`config.mk`:
```
export PLATFORM = sky130hd
export DESIGN_NAME = lrs_refresh_ctrl
export DESIGN_NICKNAME = d
export VERILOG_FILES = /design/src/design/lrs_pkg.sv /design/src/design/lrs_sr_engine.sv /design/src/design/lrs_refresh_ctrl.sv
export VERILOG_INCLUDE_DIRS = /design/src /design/src/design
export SDC_FILE = /design/constraint.sdc
export NUM_CORES = 1
export LEC_CHECK = 0
export BUFFER_PORTS_ARGS = -buffer_cell sky130_fd_sc_hd__buf_2
export CAP_MARGIN = 10
export CORE_AREA = 2 2 111 113
export DETAILED_ROUTE_END_ITERATION = 8
export DIE_AREA = 0 0 113 115
export PLACE_DENSITY = 0.74
export SLEW_MARGIN = 10
export SYNTH_ARGS = -nofsm -noshare
export SYNTH_HDL_FRONTEND = slang
export SYNTH_HIERARCHICAL = 1
export SYNTH_SLANG_ARGS = --single-unit
```
`constraint.sdc`:
```
create_clock -name i_clk -period 5.3 [get_ports i_clk]
set_input_delay 0.53 -clock i_clk [delete_from_list [all_inputs] [get_ports i_clk]]
set_output_delay 0.53 -clock i_clk [all_outputs]
set_load 0.01 [all_outputs]
```
`src/design/lrs_consts.svh`:
```
/*
  Constants of the refresh and self-refresh block: mode-register indices,
  field positions, reset values, command codes and timing figures.
  Assumes it is included by bare name into design and bench files.
*/
`ifndef LRS_CONSTS_SVH
`define LRS_CONSTS_SVH

// ----------------------------------------------------------------------
// Timing, in picoseconds and clocks
// ----------------------------------------------------------------------
`define LRS_CLK_PERIOD_PS    25000
`define LRS_PB_INTERVAL_PS   488000
`define LRS_RFC_PB_PS        190000
`define LRS_RFC_AB_PS        380000
`define LRS_ABORT_EXTRA_PS   17500
`define LRS_XSR_EXTRA_PS     7500
`define LRS_SR_MIN_PS        15000
`define LRS_SR_MIN_NCK       3
`define LRS_XSR_MIN_NCK      2

// ----------------------------------------------------------------------
// Array geometry and mode registers
// ----------------------------------------------------------------------
`define LRS_BANKS            8
`define LRS_SEGS             8
`define LRS_PB_PER_AB        4'h8
`define LRS_MR_RATE          6'h04
`define LRS_MR_BANK_MASK     6'h10
`define LRS_MR_SEG_MASK      6'h11
`define LRS_ABORT_BIT        3
`define LRS_MASK_RESET       8'h00

// ----------------------------------------------------------------------
// First-edge CA[4:0] command codes
// ----------------------------------------------------------------------
`define LRS_CA_SRE           5'h18
`define LRS_CA_SRX           5'h14
`define LRS_CA_REF           5'h08
`define LRS_CA_MRW1          5'h06
`define LRS_CA_MRW2          5'h16
`define LRS_CA_MRR1          5'h0E
`define LRS_CA_CAS2          5'h12
`define LRS_CA_MPC           5'h00

`endif

```
`src/design/lrs_pkg.sv`:
```
/*
  Types shared by the refresh and self-refresh block.
  Assumes nothing of its surroundings.
*/
package lrs_pkg;

  typedef enum logic [1:0] {
    LRS_ACTIVE,
    LRS_SELF_REF,
    LRS_SR_PD,
    LRS_EXIT_WAIT
  } lrs_state_type;

  typedef enum logic [2:0] {
    LRS_CMD_SRE,
    LRS_CMD_SRX,
    LRS_CMD_REF,
    LRS_CMD_MRW1,
    LRS_CMD_MRW2,
    LRS_CMD_LIMITED,
    LRS_CMD_OTHER
  } lrs_cmd_type;

endpackage : lrs_pkg

```
`src/design/lrs_sr_engine.sv`:
```
/*
  Internal self-refresh engine: a free timer walks bank and segment
  pointers and starts one internal refresh per interval unless masked.
  Assumes i_run, i_abort and the masks come from logic on i_clk.
*/
`timescale 1ns/100ps
`include "lrs_consts.svh"

module lrs_sr_engine #(
  parameter int unsigned INTERVAL_CYC = 19,
  parameter int unsigned BUSY_CYC     = 8,
  parameter int unsigned BANKS        = `LRS_BANKS,
  parameter int unsigned SEGS         = `LRS_SEGS
) (
  input  wire logic                     i_clk,
  input  wire logic                     i_rst,
  input  wire logic                     i_ce,
  input  wire logic                     i_run,
  input  wire logic                     i_abort,
  input  wire logic [BANKS-1:0]         i_bank_mask,
  input  wire logic [SEGS-1:0]          i_seg_mask,
  output logic                          o_start,
  output logic                          o_busy,
  output logic [$clog2(BANKS)-1:0]      o_bank,
  output logic [$clog2(SEGS)-1:0]       o_seg
);

  logic [15:0] tick_cnt;
  logic [7:0]  busy_cnt;
  logic        tick;
  logic        blocked;
  logic        advance;
  logic [BANKS-1:0] bank_hit;
  logic [SEGS-1:0]  seg_hit;

  // ----------------------------------------------------------------------
  // Mask lookup
  // ----------------------------------------------------------------------
  genvar g;
  generate
    for (g = 0; g < BANKS; g = g + 1) begin : g_bank
      assign bank_hit[g] = i_bank_mask[g] && (o_bank == ($clog2(BANKS))'(g));
    end
    for (g = 0; g < SEGS; g = g + 1) begin : g_seg
      assign seg_hit[g] = i_seg_mask[g] && (o_seg == ($clog2(SEGS))'(g));
    end
  endgenerate

  assign tick    = i_run && (tick_cnt == 16'(INTERVAL_CYC - 1));
  // bank mask blocks whole bank.
  // segment mask blocks segments in unmasked banks.
  assign blocked = (|bank_hit) || (|seg_hit);
  // abort leaves the counter unchanged.
  assign advance = (tick && !o_busy && blocked) ||
                   (o_busy && (busy_cnt == 8'h01) && !i_abort);

  // ----------------------------------------------------------------------
  // Interval timer
  // ----------------------------------------------------------------------
  // internal timer keeps refreshing.
  always_ff @(posedge i_clk or posedge i_rst) begin
    if (i_rst) begin
      tick_cnt <= 16'h0000;
    end else if (i_ce) begin
      if (!i_run || tick) begin
        tick_cnt <= 16'h0000;
      end else begin
        tick_cnt <= tick_cnt + 16'h0001;
      end
    end
  end

  // ----------------------------------------------------------------------
  // One refresh in flight
  // ----------------------------------------------------------------------
  // A refresh already running when the run request drops is allowed to
  // finish, unless i_abort is high, which drops it at the next edge.
  always_ff @(posedge i_clk or posedge i_rst) begin
    if (i_rst) begin
      o_start  <= 1'b0;
      o_busy   <= 1'b0;
      busy_cnt <= 8'h00;
    end else if (i_ce) begin
      o_start <= 1'b0;
      if (o_busy) begin
        // abandon refresh on abort.
        if (i_abort || busy_cnt == 8'h01) begin
          o_busy   <= 1'b0;
          busy_cnt <= 8'h00;
        end else begin
          busy_cnt <= busy_cnt - 8'h01;
        end
      end else if (tick && !blocked && !i_abort) begin
        o_start  <= 1'b1;
        o_busy   <= 1'b1;
        busy_cnt <= 8'(BUSY_CYC);
      end
    end
  end

  always_ff @(posedge i_clk or posedge i_rst) begin
    if (i_rst) begin
      o_bank <= '0;
      o_seg  <= '0;
    end else if (i_ce && advance) begin
      if (o_bank == ($clog2(BANKS))'(BANKS - 1)) begin
        o_bank <= '0;
        o_seg  <= o_seg + 1'b1;
      end else begin
        o_bank <= o_bank + 1'b1;
      end
    end
  end

  // ----------------------------------------------------------------------
  // Checks
  // ----------------------------------------------------------------------
  bank_mask_skip_a : assert property (
    @(posedge i_clk) disable iff (i_rst || !i_ce)
    (tick && !o_busy && (|bank_hit)) |=> (!o_start && !o_busy))
    else $error("Masked bank was refreshed.");

  seg_mask_skip_a : assert property (
    @(posedge i_clk) disable iff (i_rst || !i_ce)
    (tick && !o_busy && (|seg_hit)) |=> !o_start ##0 $changed(o_bank))
    else $error("Masked segment was refreshed or pointer stuck.");

  abort_hold_a : assert property (
    @(posedge i_clk) disable iff (i_rst || !i_ce)
    (i_abort && o_busy) |=> (!o_busy && $stable(o_bank) && $stable(o_seg)))
    else $error("Abort did not drop refresh or moved the counter.");

  timer_run_a : assert property (
    @(posedge i_clk) disable iff (i_rst || !i_ce)
    (o_start ##1 ((!i_abort) [*7])) |-> (o_busy && (busy_cnt == 8'h01)) ##1 !o_busy)
    else $error("Internal refresh length wrong.");

endmodule : lrs_sr_engine

```
`src/design/lrs_refresh_ctrl.sv`:
```
/*
  Refresh and self-refresh control of one DRAM channel: command decode,
  self-refresh and nested power-down states, exit timing, post-exit
  refresh debt and the partial-array mask registers.
  Assumes CS, CA and CKE arrive as pins on the device clock i_clk.
*/
`timescale 1ns/100ps
`include "lrs_consts.svh"

// Operation
// controller resets pulled-in count on slower rate
// controller refreshes at reported or faster rate
// read needs read-to-precharge plus precharge before per-bank refresh
// one extra refresh between exit and entry
// extra refresh outside regular interval accounting
// eight banks, 8192 refreshes per window
// abort exit wait is refresh cycle plus 17.5ns
// entry is two edges, coded CA
// entry only when idle, bursts done
// limited commands accepted during self-refresh
// device refreshes itself from internal timer
// controller honours minimum self-refresh residency
// limited commands until exit wait elapses
// power-down nests inside self-refresh
// bank mask register at index 16
// set bank bit blocks whole bank
// segment mask blocks segments in enabled banks
// abort enable drops refresh, keeps counter
// at most 16 refreshes per two intervals
// up to eight postponed, frozen during self-refresh
// controller keeps separate refresh counters
module lrs_refresh_ctrl
  import lrs_pkg::*;
#(
  parameter int unsigned PB_INTERVAL_CYC = `LRS_PB_INTERVAL_PS / `LRS_CLK_PERIOD_PS,
  parameter int unsigned RFC_PB_CYC      =
    (`LRS_RFC_PB_PS + `LRS_CLK_PERIOD_PS - 1) / `LRS_CLK_PERIOD_PS,
  parameter int unsigned ABORT_CYC       =
    (`LRS_RFC_PB_PS + `LRS_ABORT_EXTRA_PS + `LRS_CLK_PERIOD_PS - 1) / `LRS_CLK_PERIOD_PS,
  parameter int unsigned XSR_NS_CYC      =
    (`LRS_RFC_AB_PS + `LRS_XSR_EXTRA_PS + `LRS_CLK_PERIOD_PS - 1) / `LRS_CLK_PERIOD_PS,
  parameter int unsigned SR_NS_CYC       =
    (`LRS_SR_MIN_PS + `LRS_CLK_PERIOD_PS - 1) / `LRS_CLK_PERIOD_PS
) (
  input  wire logic        i_clk,
  input  wire logic        i_rst,
  input  wire logic        i_ce,
  input  wire logic        i_cs,
  input  wire logic [5:0]  i_ca,
  input  wire logic        i_cke,
  output logic             o_self_refresh,
  output logic             o_power_down,
  output logic             o_cmd_ready,
  output logic             o_extra_owed,
  output logic             o_cmd_illegal,
  output logic [7:0]       o_bank_mask,
  output logic [7:0]       o_seg_mask,
  output logic             o_abort_en,
  output logic             o_int_ref_start,
  output logic             o_int_ref_busy,
  output logic [2:0]       o_int_ref_bank,
  output logic [2:0]       o_int_ref_seg
);

  localparam int unsigned XSR_CYC =
    (XSR_NS_CYC > `LRS_XSR_MIN_NCK) ? XSR_NS_CYC : `LRS_XSR_MIN_NCK;
  localparam int unsigned SR_MIN_CYC =
    (SR_NS_CYC > `LRS_SR_MIN_NCK) ? SR_NS_CYC : `LRS_SR_MIN_NCK;

  lrs_state_type state;
  lrs_state_type next_state;
  lrs_cmd_type   kind;
  logic       cs_m, cs_s, cke_m, cke_s;
  logic [5:0] ca_m, ca_s;
  logic       pend_valid;
  logic [5:0] pend_ca;
  logic       cmd_fire;
  logic       in_window;
  logic       allowed;
  logic       protect_hit;
  logic       mrw_armed;
  logic [5:0] mrw_addr;
  logic       mrw_op7;
  logic [7:0] mrw_op;
  logic       mrw_take;
  logic       srx_take;
  logic       next_illegal;
  logic [7:0] exit_cnt;
  logic [7:0] res_cnt;
  logic [3:0] pb_cnt;

  // ----------------------------------------------------------------------
  // Pin synchronisers
  // ----------------------------------------------------------------------
  always_ff @(posedge i_clk or posedge i_rst) begin
    if (i_rst) begin
      cs_m  <= 1'b0;
      cs_s  <= 1'b0;
      ca_m  <= 6'h00;
      ca_s  <= 6'h00;
      cke_m <= 1'b1;
      cke_s <= 1'b1;
    end else if (i_ce) begin
      cs_m  <= i_cs;
      cs_s  <= cs_m;
      ca_m  <= i_ca;
      ca_s  <= ca_m;
      cke_m <= i_cke;
      cke_s <= cke_m;
    end
  end

  // ----------------------------------------------------------------------
  // Two-edge command capture and decode
  // ----------------------------------------------------------------------
  // first edge CS high, second low.
  always_ff @(posedge i_clk or posedge i_rst) begin
    if (i_rst) begin
      pend_valid <= 1'b0;
      pend_ca    <= 6'h00;
    end else if (i_ce) begin
      pend_valid <= cs_s && cke_s && !pend_valid;
      if (cs_s && !pend_valid) begin
        pend_ca <= ca_s;
      end
    end
  end

  assign cmd_fire = pend_valid && !cs_s && cke_s;

  always_comb begin
    case (pend_ca[4:0])
      `LRS_CA_SRE:  kind = LRS_CMD_SRE;
      `LRS_CA_SRX:  kind = LRS_CMD_SRX;
      `LRS_CA_REF:  kind = LRS_CMD_REF;
      `LRS_CA_MRW1: kind = LRS_CMD_MRW1;
      `LRS_CA_MRW2: kind = LRS_CMD_MRW2;
      `LRS_CA_MRR1,
      `LRS_CA_CAS2,
      `LRS_CA_MPC:  kind = LRS_CMD_LIMITED;
      default:      kind = LRS_CMD_OTHER;
    endcase
  end

  assign in_window   = (state != LRS_ACTIVE);
  assign protect_hit = (mrw_addr == `LRS_MR_BANK_MASK) ||
                       (mrw_addr == `LRS_MR_SEG_MASK) || (mrw_addr == `LRS_MR_RATE);
  // limited set inside self-refresh.
  // same set until exit wait ends.
  assign allowed     = (kind == LRS_CMD_MRW1) || (kind == LRS_CMD_LIMITED) ||
                       ((kind == LRS_CMD_MRW2) && !protect_hit) ||
                       ((kind == LRS_CMD_SRX) && (state == LRS_SELF_REF));
  assign mrw_op      = {mrw_op7, pend_ca[5], ca_s};
  assign mrw_take    = cmd_fire && (kind == LRS_CMD_MRW2) && mrw_armed &&
                       (!in_window || !protect_hit);
  assign srx_take    = cmd_fire && (kind == LRS_CMD_SRX) && (state == LRS_SELF_REF);

  // An entry with debt owed or an early exit still acts, since the device cannot refuse it;
  // commands outside the limited set inside the window are flagged and take no effect.
  always_comb begin
    next_illegal = 1'b0;
    if (cmd_fire) begin
      if (in_window && !allowed) begin
        next_illegal = 1'b1;
      end
      // entry while extra refresh owed.
      if ((kind == LRS_CMD_SRE) && o_extra_owed) begin
        next_illegal = 1'b1;
      end
      // exit before minimum residency.
      if (srx_take && (res_cnt < 8'(SR_MIN_CYC))) begin
        next_illegal = 1'b1;
      end
      if ((kind == LRS_CMD_SRX) && (state == LRS_ACTIVE)) begin
        next_illegal = 1'b1;
      end
    end
  end

  // ----------------------------------------------------------------------
  // Self-refresh state
  // ----------------------------------------------------------------------
  always_comb begin
    next_state = state;
    unique case (state)
      LRS_ACTIVE: begin
        if (cmd_fire && (kind == LRS_CMD_SRE)) begin
          next_state = LRS_SELF_REF;
        end
      end
      LRS_SELF_REF: begin
        // power-down nests in self-refresh.
        if (!cke_s) begin
          next_state = LRS_SR_PD;
        end else if (srx_take) begin
          next_state = LRS_EXIT_WAIT;
        end
      end
      LRS_SR_PD: begin
        if (cke_s) begin
          next_state = LRS_SELF_REF;
        end
      end
      LRS_EXIT_WAIT: begin
        if (exit_cnt == 8'h01) begin
          next_state = LRS_ACTIVE;
        end
      end
    endcase
  end

  always_ff @(posedge i_clk or posedge i_rst) begin
    if (i_rst) begin
      state          <= LRS_ACTIVE;
      o_self_refresh <= 1'b0;
      o_power_down   <= 1'b0;
      o_cmd_ready    <= 1'b1;
      o_cmd_illegal  <= 1'b0;
    end else if (i_ce) begin
      state          <= next_state;
      o_self_refresh <= (next_state == LRS_SELF_REF) || (next_state == LRS_SR_PD);
      o_power_down   <= (next_state == LRS_SR_PD);
      o_cmd_ready    <= (next_state == LRS_ACTIVE);
      o_cmd_illegal  <= next_illegal;
    end
  end

  // shorter wait when abort enabled.
  always_ff @(posedge i_clk or posedge i_rst) begin
    if (i_rst) begin
      exit_cnt <= 8'h00;
      res_cnt  <= 8'h00;
    end else if (i_ce) begin
      if (srx_take) begin
        exit_cnt <= o_abort_en ? 8'(ABORT_CYC) : 8'(XSR_CYC);
      end else if (state == LRS_EXIT_WAIT) begin
        exit_cnt <= exit_cnt - 8'h01;
      end
      if (state == LRS_ACTIVE) begin
        res_cnt <= 8'h00;
      end else if (res_cnt != 8'hFF) begin
        res_cnt <= res_cnt + 8'h01;
      end
    end
  end

  // ----------------------------------------------------------------------
  // Post-exit refresh debt
  // ----------------------------------------------------------------------
  // debt kept apart from interval counts.
  always_ff @(posedge i_clk or posedge i_rst) begin
    if (i_rst) begin
      o_extra_owed <= 1'b0;
      pb_cnt       <= 4'h0;
    end else if (i_ce) begin
      if (srx_take) begin
        o_extra_owed <= 1'b1;
        pb_cnt       <= 4'h0;
      end else if (cmd_fire && (kind == LRS_CMD_REF) && !in_window && o_extra_owed) begin
        // one all-bank or eight per-bank.
        if (pend_ca[5] || (pb_cnt == `LRS_PB_PER_AB - 4'h1)) begin
          o_extra_owed <= 1'b0;
          pb_cnt       <= 4'h0;
        end else begin
          pb_cnt <= pb_cnt + 4'h1;
        end
      end
    end
  end

  // ----------------------------------------------------------------------
  // Mode registers
  // ----------------------------------------------------------------------
  always_ff @(posedge i_clk or posedge i_rst) begin
    if (i_rst) begin
      mrw_armed <= 1'b0;
      mrw_addr  <= 6'h00;
      mrw_op7   <= 1'b0;
    end else if (i_ce && cmd_fire) begin
      mrw_armed <= (kind == LRS_CMD_MRW1);
      if (kind == LRS_CMD_MRW1) begin
        mrw_addr <= ca_s;
        mrw_op7  <= pend_ca[5];
      end
    end
  end

  // bank mask written by MRW.
  always_ff @(posedge i_clk or posedge i_rst) begin
    if (i_rst) begin
      o_bank_mask <= `LRS_MASK_RESET;
      o_seg_mask  <= `LRS_MASK_RESET;
      o_abort_en  <= 1'b0;
    end else if (i_ce && mrw_take) begin
      if (mrw_addr == `LRS_MR_BANK_MASK) begin
        o_bank_mask <= mrw_op;
      end
      if (mrw_addr == `LRS_MR_SEG_MASK) begin
        o_seg_mask <= mrw_op;
      end
      if (mrw_addr == `LRS_MR_RATE) begin
        o_abort_en <= mrw_op[`LRS_ABORT_BIT];
      end
    end
  end

  // ----------------------------------------------------------------------
  // Internal refresh engine
  // ----------------------------------------------------------------------
  lrs_sr_engine #(
    .INTERVAL_CYC (PB_INTERVAL_CYC),
    .BUSY_CYC     (RFC_PB_CYC),
    .BANKS        (`LRS_BANKS),
    .SEGS         (`LRS_SEGS)
  ) u_engine (
    .i_clk        (i_clk),
    .i_rst        (i_rst),
    .i_ce         (i_ce),
    .i_run        (o_self_refresh),
    .i_abort      (srx_take && o_abort_en),
    .i_bank_mask  (o_bank_mask),
    .i_seg_mask   (o_seg_mask),
    .o_start      (o_int_ref_start),
    .o_busy       (o_int_ref_busy),
    .o_bank       (o_int_ref_bank),
    .o_seg        (o_int_ref_seg)
  );

  // ----------------------------------------------------------------------
  // Checks
  // ----------------------------------------------------------------------
  entry_decode_a : assert property (
    @(posedge i_clk) disable iff (i_rst || !i_ce)
    (cmd_fire && (kind == LRS_CMD_SRE) && (state == LRS_ACTIVE))
      |=> (o_self_refresh && !o_cmd_ready))
    else $error("Entry command did not enter self-refresh.");

  limited_set_a : assert property (
    @(posedge i_clk) disable iff (i_rst || !i_ce)
    (cmd_fire && in_window && (kind == LRS_CMD_OTHER)) |=> o_cmd_illegal)
    else $error("Disallowed command not flagged in self-refresh.");

  mask_protect_a : assert property (
    @(posedge i_clk) disable iff (i_rst || !i_ce)
    (cmd_fire && in_window && (kind == LRS_CMD_MRW2) && protect_hit)
      |=> ($stable(o_bank_mask) && $stable(o_seg_mask) && $stable(o_abort_en)))
    else $error("Protected register changed during self-refresh.");

  abort_exit_a : assert property (
    @(posedge i_clk) disable iff (i_rst || !i_ce)
    (srx_take && o_abort_en)
      |=> (!o_cmd_ready) [*8] ##1 !o_cmd_ready ##1 o_cmd_ready)
    else $error("Abort exit wait is not nine cycles.");

  normal_exit_a : assert property (
    @(posedge i_clk) disable iff (i_rst || !i_ce)
    (srx_take && !o_abort_en)
      |=> (!o_cmd_ready) [*8] ##1 (!o_cmd_ready) [*8] ##1 o_cmd_ready)
    else $error("Exit wait is not sixteen cycles.");

  extra_debt_a : assert property (
    @(posedge i_clk) disable iff (i_rst || !i_ce)
    srx_take |=> (o_extra_owed && (pb_cnt == 4'h0)))
    else $error("Exit did not raise the extra refresh debt.");

  pd_nest_a : assert property (
    @(posedge i_clk) disable iff (i_rst || !i_ce)
    ((state == LRS_SELF_REF) && !cke_s) |=> (o_power_down && o_self_refresh))
    else $error("Power-down not nested in self-refresh.");

  bank_write_a : assert property (
    @(posedge i_clk) disable iff (i_rst || !i_ce)
    (mrw_take && (mrw_addr == `LRS_MR_BANK_MASK)) |=> (o_bank_mask == $past(mrw_op)))
    else $error("Bank mask write lost.");

endmodule : lrs_refresh_ctrl

```
[After elaboration in Yosys (flattened, before gate mapping)]
Memories as Yosys holds them, arrays and structs flattened.
Cells that the tools add are included.
Word-level totals
  flip-flop bits (word level): 107
  ROM bits: 96
  output and inout port bits: 30
  logic and storage cells: 193
  memories kept: 1
Memory list
  (name not given): depth 32, bits a word 3, read ports 1, clocked after Yosys merged registers in 0, write ports 0, RTL line lrs_refresh_ctrl.sv:132  | case (pend_ca[4:0])
Operators by class
  add/sub/neg operators: 7
  magnitude comparators: 1
  equal/unequal tests: 32
  muxes and demuxes: 31
  reductions and logical operators: 92
Operators with widths (number)
  two-way mux 8 bit: 7
  logical AND 1 bit: 47
  equality test 3 bit, second input constant: 10
  AND reduction 2 bit: 10
  equality test 3 x 2 -> 1 bit, second input constant: 6
  adder 16 x 1 -> 16 bit, second input constant: 1
  equality test 16 x 5 -> 1 bit, second input constant: 1
  equality test 8 x 1 -> 1 bit, second input constant: 2
  two-way mux 16 bit: 1
  OR reduction 8 bit: 2
  subtractor 8 x 1 -> 8 bit, second input constant: 2
  equality test 6 x 5 -> 1 bit, second input constant: 2
  logical OR 1 bit: 12
  two-way mux 1 bit: 12
  two-way mux 4 bit: 3
  nonzero test 2 bit: 6
  two-way mux 2 bit: 5
  equality test 3 x 1 -> 1 bit, second input constant: 3
  logical NOT 1 bit: 9
  logical NOT 3 bit: 3
  adder 8 x 1 -> 8 bit, second input constant: 1
  < comparator 8 x 2 -> 1 bit, second input constant: 1
  inequality test 8 bit, second input constant: 1
  one-hot mux 2 bit (4 select lines): 1
  other kinds (10): 15

[Logic depth before layout (Yosys ltp)]
Gate-level depths: netlist (run 1).
  word-level depth: 14
  mapped depth: 9
  depth with buffers taken out: 7

[Hierarchy]
Netlist (run 1), hierarchy kept.
By module, submodules not included
  lrs_refresh_ctrl: times used 1, cells each 316, area each 3694.8 sq um
  lrs_sr_engine: times used 1, cells each 221, area each 2129.5 sq um

[Worst setup path before layout (run 1)]
Ideal clock, no wire load.
  kind: register to register
  from: register cke_s
  to: register u_engine.o_bank[0]
  arrival time: 2.232 ns
  setup slack: 2.941 ns
  cell stages (with the launch flop): 10
  buffers on the path: 2
  clock period less this slack: 2.359 ns
  cells stage by stage: dfstp_2 buf_4 and3b_1 buf_2 nand3_1 nor2_1 nand4b_1 nand4_1 nand2_2 mux2_1
Between the ends
  longest elaborated chain between the ends: 8
RTL lines
  start: declaration: RTL line lrs_refresh_ctrl.sv:73  | logic cs_m, cs_s, cke_m, cke_s;
  start signal: assignment: RTL line lrs_refresh_ctrl.sv:109  | cke_s <= cke_m;
  logical AND 1 bit: RTL line lrs_refresh_ctrl.sv:129  | assign cmd_fire = pend_valid && !cs_s && cke_s;
  logical AND 1 bit (2 in series): RTL line lrs_refresh_ctrl.sv:156  | assign srx_take = cmd_fire && (kind == LRS_CMD_SRX) && (state == LRS_SELF_REF);
  logical AND 1 bit: RTL line lrs_refresh_ctrl.sv:320  | .i_abort (srx_take && o_abort_en),
  logical NOT 1 bit: RTL line lrs_sr_engine.sv:55  | (o_busy && (busy_cnt == 8'h01) && !i_abort);
  logical AND 1 bit: RTL line lrs_sr_engine.sv:55
  logical OR 1 bit: RTL line lrs_sr_engine.sv:54  | assign advance = (tick && !o_busy && blocked) ||
  logical AND 1 bit: RTL line lrs_sr_engine.sv:105  | end else if (i_ce && advance) begin
  end signal: assignment: RTL line lrs_sr_engine.sv:110  | o_bank <= o_bank + 1'b1;
  end: declaration: RTL line lrs_sr_engine.sv:24  | output logic [$clog2(BANKS)-1:0] o_bank,
Every way passes these cells.
A chain may end at the register's enable or synchronous reset.

[Worst setup path after layout (run 1)]
Same ends and word-level chain as after synthesis.

==> flow_metrics.py, run 1 <==
metrics = {
    "clock_tree": {
        "numCtsBuffers": 9,
        "cts_tree": "done",
        "hold_buffers": 0,
        "root_buffer": "clkbuf_16",
        "cts_resized": 0,
        "clock_sinks": 107,
        "cts_buffer_depth": 2,
        "clock_latency_ns": 0.35,
        "post_cts_buffers": 0,
        "clk_pin_slew_ns": 0.07,
        "htreeDepth": 3,
    },
    "sta": {
        "fin_skew_ns": 0.00605,
        "slew_viol_final": 0,
        "tightest_slew_ns": 0.935,
        "hold_viol": 0,
        "period_share": 0.534,
        "finalSetupTns_ns": 0,
        "min_period_ns": 2.83,
        "fmax_mhz": 353,
        "rsz0062_at_grt": "no",
        "setup_viol": 0,
        "slew_headroom": 0.372,
    },
    "synthesis": {
        "yosysSeqAreaShare": 0.460,
        "synth_fp_nets": 570,
        "synth_ff_type": "dfrtp_1",
        "syn_avg_cell_area_um2": 10.8,
        "ys.warnings.count": 6,
        "yosys.area.top_type": "dfrtp_1",
        "syn-instance-count": 537,
        "synth_top_area_share": 0.447,
        "synth_area_leaders": "dfrtp_1 45%, mux2_2 8.3%, ha_1 4.7%, o21ai_0 2.5%, mux2_4 2.3%",
        "synth_area_um2": 5820,
        "synth.distinct_cells": 81,
        "ys_ff_latch": 107,
        "async_reset_ff_frac": 1.00,
        "synth_edf_count": 0,
    },
    "route": {
        "route.detailed.drc": 1,
        "postRouteAntennaNets": 0,
        "route.vias.total": 4273,
        "avgViaCountPerCell": 5.90,
        "firstDrtPassIters": 7,
        "wl_per_cell_um": 16.4,
        "wirelength_mm": 11.9,
        "dr.first_iter.drc_count": 347,
    },
    "floorplanning": {
        "fp.dieW_um": 113,
        "coreArea_um2": 11800,
        "rows": 40,
        "die-area_um2": 13000,
        "pin_count": 41,
        "start_util": 0.493,
        "fp.dieH_um": 115,
    },
    "cells_and_area": {
        "antennaDiodeCount": 0,
        "ff_latch_area_um2": 2680,
        "final_nets": 605,
        "drive_gt1_frac": 0.246,
        "area_growth_pct": 10.1,
        "final_area_um2": 6410,
        "multi_input_area_um2": 2920,
        "nFillCells": 1036,
    },
    "placed_design": {
        "dp.final_hpwl_mm": 8.45,
        "gp_congestion": 0.924,
        "portBuffers": 40,
        "dpl_cell_area_um2": 6130,
    },
    "critical_path": {
        "critPathLaunchType": "register",
        "worstPathArrival_ns": 3.06,
        "critical_path_class": "register to register",
        "crit_slowest_cell": "dfstp_2",
        "crit_path_cell_trace": "and3b_1, nand3_1, nor2_1, nand4b_1, o21ai_0, nand2_2, mux2_1",
        "cp_max_fo": 10,
        "slowest_delay_ns": 0.63,
        "end_kind": "register",
        "required_ns": 5.53,
    },
    "grt": {
        "overflow": 0,
        "grt_pass1_vias": 4063,
        "grt_max_degree": 76,
        "antenna_found_initial": 0,
        "grt_first_pass_wirelength_mm": 20.0,
        "grt_util_all_layers": 0.190,
    },
    "pwr": {
        "power_mw": 1.76,
        "peakVddDrop_mv": 0.186,
        "leakagePower_nw": 2.92,
        "p_per_area_nw_per_um2": 274,
    },
    "status": {
        "status": "finished, violations left",
        "violations": "DRC",
    },
    "min_path": {
        "hp-class": "input port to async pin",
    },
    "job": {
        "maxCapViolCount": 0,
    },
}
[layer usage]
layer	GRT usage	vias up	wire length [µm]
met1	0.272	2115	5800
met5	0	-	0
met3	0.0327	10	391
li1	-	2058	-
met2	0.296	90	5510
met4	0.0675	0	162
[layout make-up]
cell class,instances,share of cell area
clock buffer,11,0.0379
clock inverter,5,0.00585
inverter,32,0.0187
multi-input combinational,379,0.456
sequential,107,0.418
tap,147,0.0287
timing repair buffer,43,0.0347
[synthesized netlist by cell type (all sizes together) (2+ instances only)]
master,n
a211oi,2
a21o,2
a21oi,17
a222oi,2
a22o,3
a31o,2
a31oi,7
a41oi,2
and2,3
and3,7
and3b,2
and4,6
and4bb,2
buf,9
clkbuf,10
dfrtp,104
dfstp,3
ha,22
inv,32
mux2,53
mux2i,4
nand2,32
nand2b,3
nand3,23
nand3b,4
nand4,11
nand4b,2
nor2,30
nor2b,5
nor3,12
nor3b,4
nor4,8
o211ai,4
o21ai,31
o221ai,4
o22ai,3
o311ai,3
o31ai,10
o41ai,2
or2,4
or3,11
or4,9
xnor2,4
xor2,10
[final timing paths]
path	startpoint	depth (start not counted)	slack, ns	end
max in group asynchronous	i_rst	3	4.22	o_bank_mask[7]
min in group i_clk	i_ca[2]	2	0.42	ca_m[2]
hold reg to reg	u_engine/busy_cnt[7]	1	0.49	u_engine/busy_cnt[7]
setup / recovery	cke_s	7	2.47	u_engine/o_bank[0]
setup reg to reg	cke_s	7	2.47	u_engine/o_bank[0]
hold / removal	i_rst	3	0.28	u_engine/tick_cnt[14]
[layout by cell type, fill, tap and decap left out, drive strengths merged, types with 4 or more instances in the layout]
master	synthesis	routed
nand3	23	23
nor4	8	8
nor3b	4	4
ha	22	22
or3	11	11
xor2	10	10
inv	32	33
nor3	12	12
xnor2	4	4
clkbuf	10	11
a31oi	7	7
or4	9	9
nand2	32	32
o21ai	31	31
o211ai	4	4
a21oi	17	17
mux2i	4	4
and3	7	7
nor2b	5	5
o31ai	10	10
nand4	11	11
dfrtp	104	104
o221ai	4	4
mux2	53	53
and4	6	6
or2	4	4
nor2	30	30
nand3b	4	4
buf	9	43
[flip-flops by register name, indices dropped and copies added, names as in the netlist, 4 cells and up]
| name | flops |
|---|---|
| u_engine/busy_cnt | 8 |
| pend_ca | 6 |
| mrw_addr | 6 |
| u_engine/tick_cnt | 16 |
| o_bank_mask | 8 |
| res_cnt | 8 |
| ca_m | 6 |
| ca_s | 6 |
| o_seg_mask | 8 |
| exit_cnt | 8 |
| pb_cnt | 4 |
[worst max-delay path, delay by kind of cell, from the launching register on]
kind               cells  cell delay (ns)
muxes                  1             0.34
and+or+nand+nor        5             1.56
AOI/OAI and AO/OA      1             0.17
DFF                    1             0.63
[cells by family after synthesis]
kind of cell	count (synthesis)	synth area share
buf+inv	51	0.0378
xor+xnor	14	0.0211
mux	57	0.115
fa+ha+maj	22	0.0473
flops	107	0.460
compound gates	106	0.126
simple gates	180	0.193
[report_power, final]
group	leakage [nW]	switching, mW	internal (mW)
Clock	0.132	0.299	0.334
Combinational	1.39	0.101	0.0832
Sequential	1.40	0.0750	0.867
Total	2.92	0.475	1.28
[per-stage QoR]
| stage | hold WS, ns | setup slack, ns | std cells | utilization |
|---|---|---|---|---|
| after CTS | 0.287 | 2.49 | 724 | 0.543 |
| after floorplan | 0.440 | 2.86 | 537 | - |
| after detailed placement | 0.471 | 2.34 | 708 | 0.519 |
| final | 0.280 | 2.47 | 724 | 0.543 |
| after global routing | 0.341 | 2.25 | 724 | 0.543 |
| after global placement | 0.464 | 2.40 | 708 | 0.519 |
Note: power is estimated with default switching activity, not from simulation.
==> run 2, diff against run 1 <==
==> constraint.sdc (replaced) <==
create_clock -name i_clk -period 2.8 [get_ports i_clk]
set_input_delay 0.28 -clock i_clk [delete_from_list [all_inputs] [get_ports i_clk]]
set_output_delay 0.28 -clock i_clk [all_outputs]
set_load 0.01 [all_outputs]
==> flow_metrics.py, run 2 (synthesized netlist as in run 1, its figures left out) <==
metrics = {
    "route": {
        "dr.first_iter.drc_count": 300,
        "route.vias.total": 4369,
        "firstDrtPassIters": 7,
        "avgViaCountPerCell": 5.98,
        "wl_per_cell_um": 17.0,
        "route.detailed.drc": 1,
        "wirelength_mm": 12.4,
        "postRouteAntennaNets": 0,
    },
    "clock_tree": {
        "hold_buffers": 0,
        "htreeDepth": 3,
        "numCtsBuffers": 9,
        "clk_pin_slew_ns": 0.08,
        "cts_buffer_depth": 2,
        "clock_latency_ns": 0.35,
        "cts_resized": 0,
        "cts_tree": "done",
        "clock_sinks": 107,
        "post_cts_buffers": 0,
        "root_buffer": "clkbuf_16",
    },
    "grt": {
        "grt_util_met1": 0.288,
        "grt_util_all_layers": 0.201,
        "grt_max_degree": 43,
        "grt_first_pass_wirelength_mm": 21.2,
        "antenna_found_initial": 0,
        "use_met3": 0.0332,
        "grt_pass1_vias": 4217,
        "overflow": 0,
        "met2_usage": 0.318,
        "busiest_layer": "met2",
    },
    "sta": {
        "finalSetupTns_ns": 0,
        "slew_headroom": 0.295,
        "tightest_slew_ns": 1.05,
        "fmax_mhz": 393,
        "hold_viol": 0,
        "rsz0062_at_grt": "no",
        "slew_viol_final": 0,
        "holdWs_ns": 0.0361,
        "period_share": 0.908,
        "setup_viol": 0,
        "fin_skew_ns": 0.00705,
        "min_period_ns": 2.54,
    },
    "cells_and_area": {
        "top_register": "u_engine/tick_cnt",
        "antennaDiodeCount": 0,
        "nFillCells": 1009,
        "final_common_cell": "dfrtp_1",
        "multi_input_area_um2": 2920,
        "largest_register_ffs": 16,
        "area_growth_pct": 11.9,
        "final_cell_mix": "104 x dfrtp_1, 43 x mux2_2, 40 x buf_2",
        "drive_gt1_frac": 0.256,
        "final_nets": 611,
        "ff_latch_area_um2": 2680,
    },
    "floorplanning": {
        "start_util": 0.493,
        "die-area_um2": 13000,
        "fp.dieH_um": 115,
        "coreArea_um2": 11800,
        "pin_count": 41,
        "fp.dieW_um": 113,
        "rows": 40,
    },
    "status": {
        "status": "finished, violations left",
        "violations": "DRC",
    },
    "pwr": {
        "p_per_area_nw_per_um2": 540,
        "power_mw": 3.52,
        "leakagePower_nw": 2.98,
        "peakVddDrop_mv": 0.426,
    },
    "critical_path": {
        "worstSetupStartpoint": "cke_s",
        "required_ns": 3.03,
        "crit_slowest_cell": "dfstp_2",
        "r2r_cells": 7,
        "rrSetupSlack_ns": 0.26,
        "regToRegEndpoint": "u_engine/o_bank[0]",
        "crit_path_cell_trace": "and3b_1, nand3_1, nor2_1, nand4b_1, nand4_1, nand2_2, mux2_1",
        "slowest_delay_ns": 0.62,
        "end_kind": "register",
        "critical_path_class": "register to register",
        "cp_max_fo": 10,
        "critPathLaunchType": "register",
        "r2r-start": "cke_s",
        "worstPathArrival_ns": 2.78,
        "crit_path_end": "u_engine/o_bank[0]",
    },
    "placed_design": {
        "dp.final_hpwl_mm": 8.79,
        "gp_congestion": 0.917,
        "portBuffers": 40,
    },
    "job": {
        "maxCapViolCount": 0,
    },
    "min_path": {
        "hp-class": "input port to async pin",
    },
}
[run 2: changes by cell type in the layout (fill, tap and decap cells not counted)]
cell	delta
clkinv_4	-1
clkbuf_1	-1
buf_4	+5
bufinv_16	+1
clkinvlp_4	-2
inv_6	+1
clkinv_8	+2
inv_8	+2
buf_12	+1
clkbuf_8	-1
clkinv_2	-1
[run 2: area by class of cell]
| class | instances | area share |
|---|---|---|
| multi-input combinational | 379 | 0.449 |
| sequential | 107 | 0.411 |
| timing repair buffer | 49 | 0.0430 |
| clock buffer | 9 | 0.0346 |
| tap | 147 | 0.0282 |
| inverter | 32 | 0.0184 |
| clock inverter | 7 | 0.0157 |
[run 2: worst min-delay path by stage]
stage / from / endpoint / depth (start not counted)
after global placement: i_rst / u_engine/tick_cnt[5] / 3
after floorplan: i_rst / u_engine/busy_cnt[0] / 1
after detailed placement: i_rst / u_engine/tick_cnt[5] / 3
final: i_rst / u_engine/tick_cnt[13] / 3
after global routing: i_rst / u_engine/tick_cnt[3] / 3
after CTS: i_rst / u_engine/busy_cnt[4] / 3
[run 2: worst max-delay path, delay by kind of cell (launching register included)]
| kind | cells | cell delay [ns] |
|---|---|---|
| AND/OR/NAND/NOR | 6 | 1.47 |
| multiplexers | 1 | 0.34 |
| flip-flops | 1 | 0.62 |
[run 2: where the power goes]
group	internal (mW)	total, mW	switching [mW]	leakage (nW)
Combinational	0.164	0.367	0.203	1.42
Sequential	1.64	1.78	0.139	1.40
Clock	0.729	1.37	0.644	0.160
Total	2.53	3.52	0.986	2.98
[run 2: stage by stage]
step	utilization	setup WS (ns)	cell area [µm²]	std cells
after global routing	0.552	0.0787	6520	730
after detailed placement	0.524	0.317	6190	714
final	0.552	0.257	6520	730
after global placement	0.524	0.420	6190	714
after CTS	0.552	0.285	6520	730
after floorplan	-	0.441	5820	537
[run 2: metal layers]
layer	wire length (µm)	vias up
li1	-	2077
met1	5870	2169
met2	5810	113
met3	569	10
met4	159	0
met5	0	-
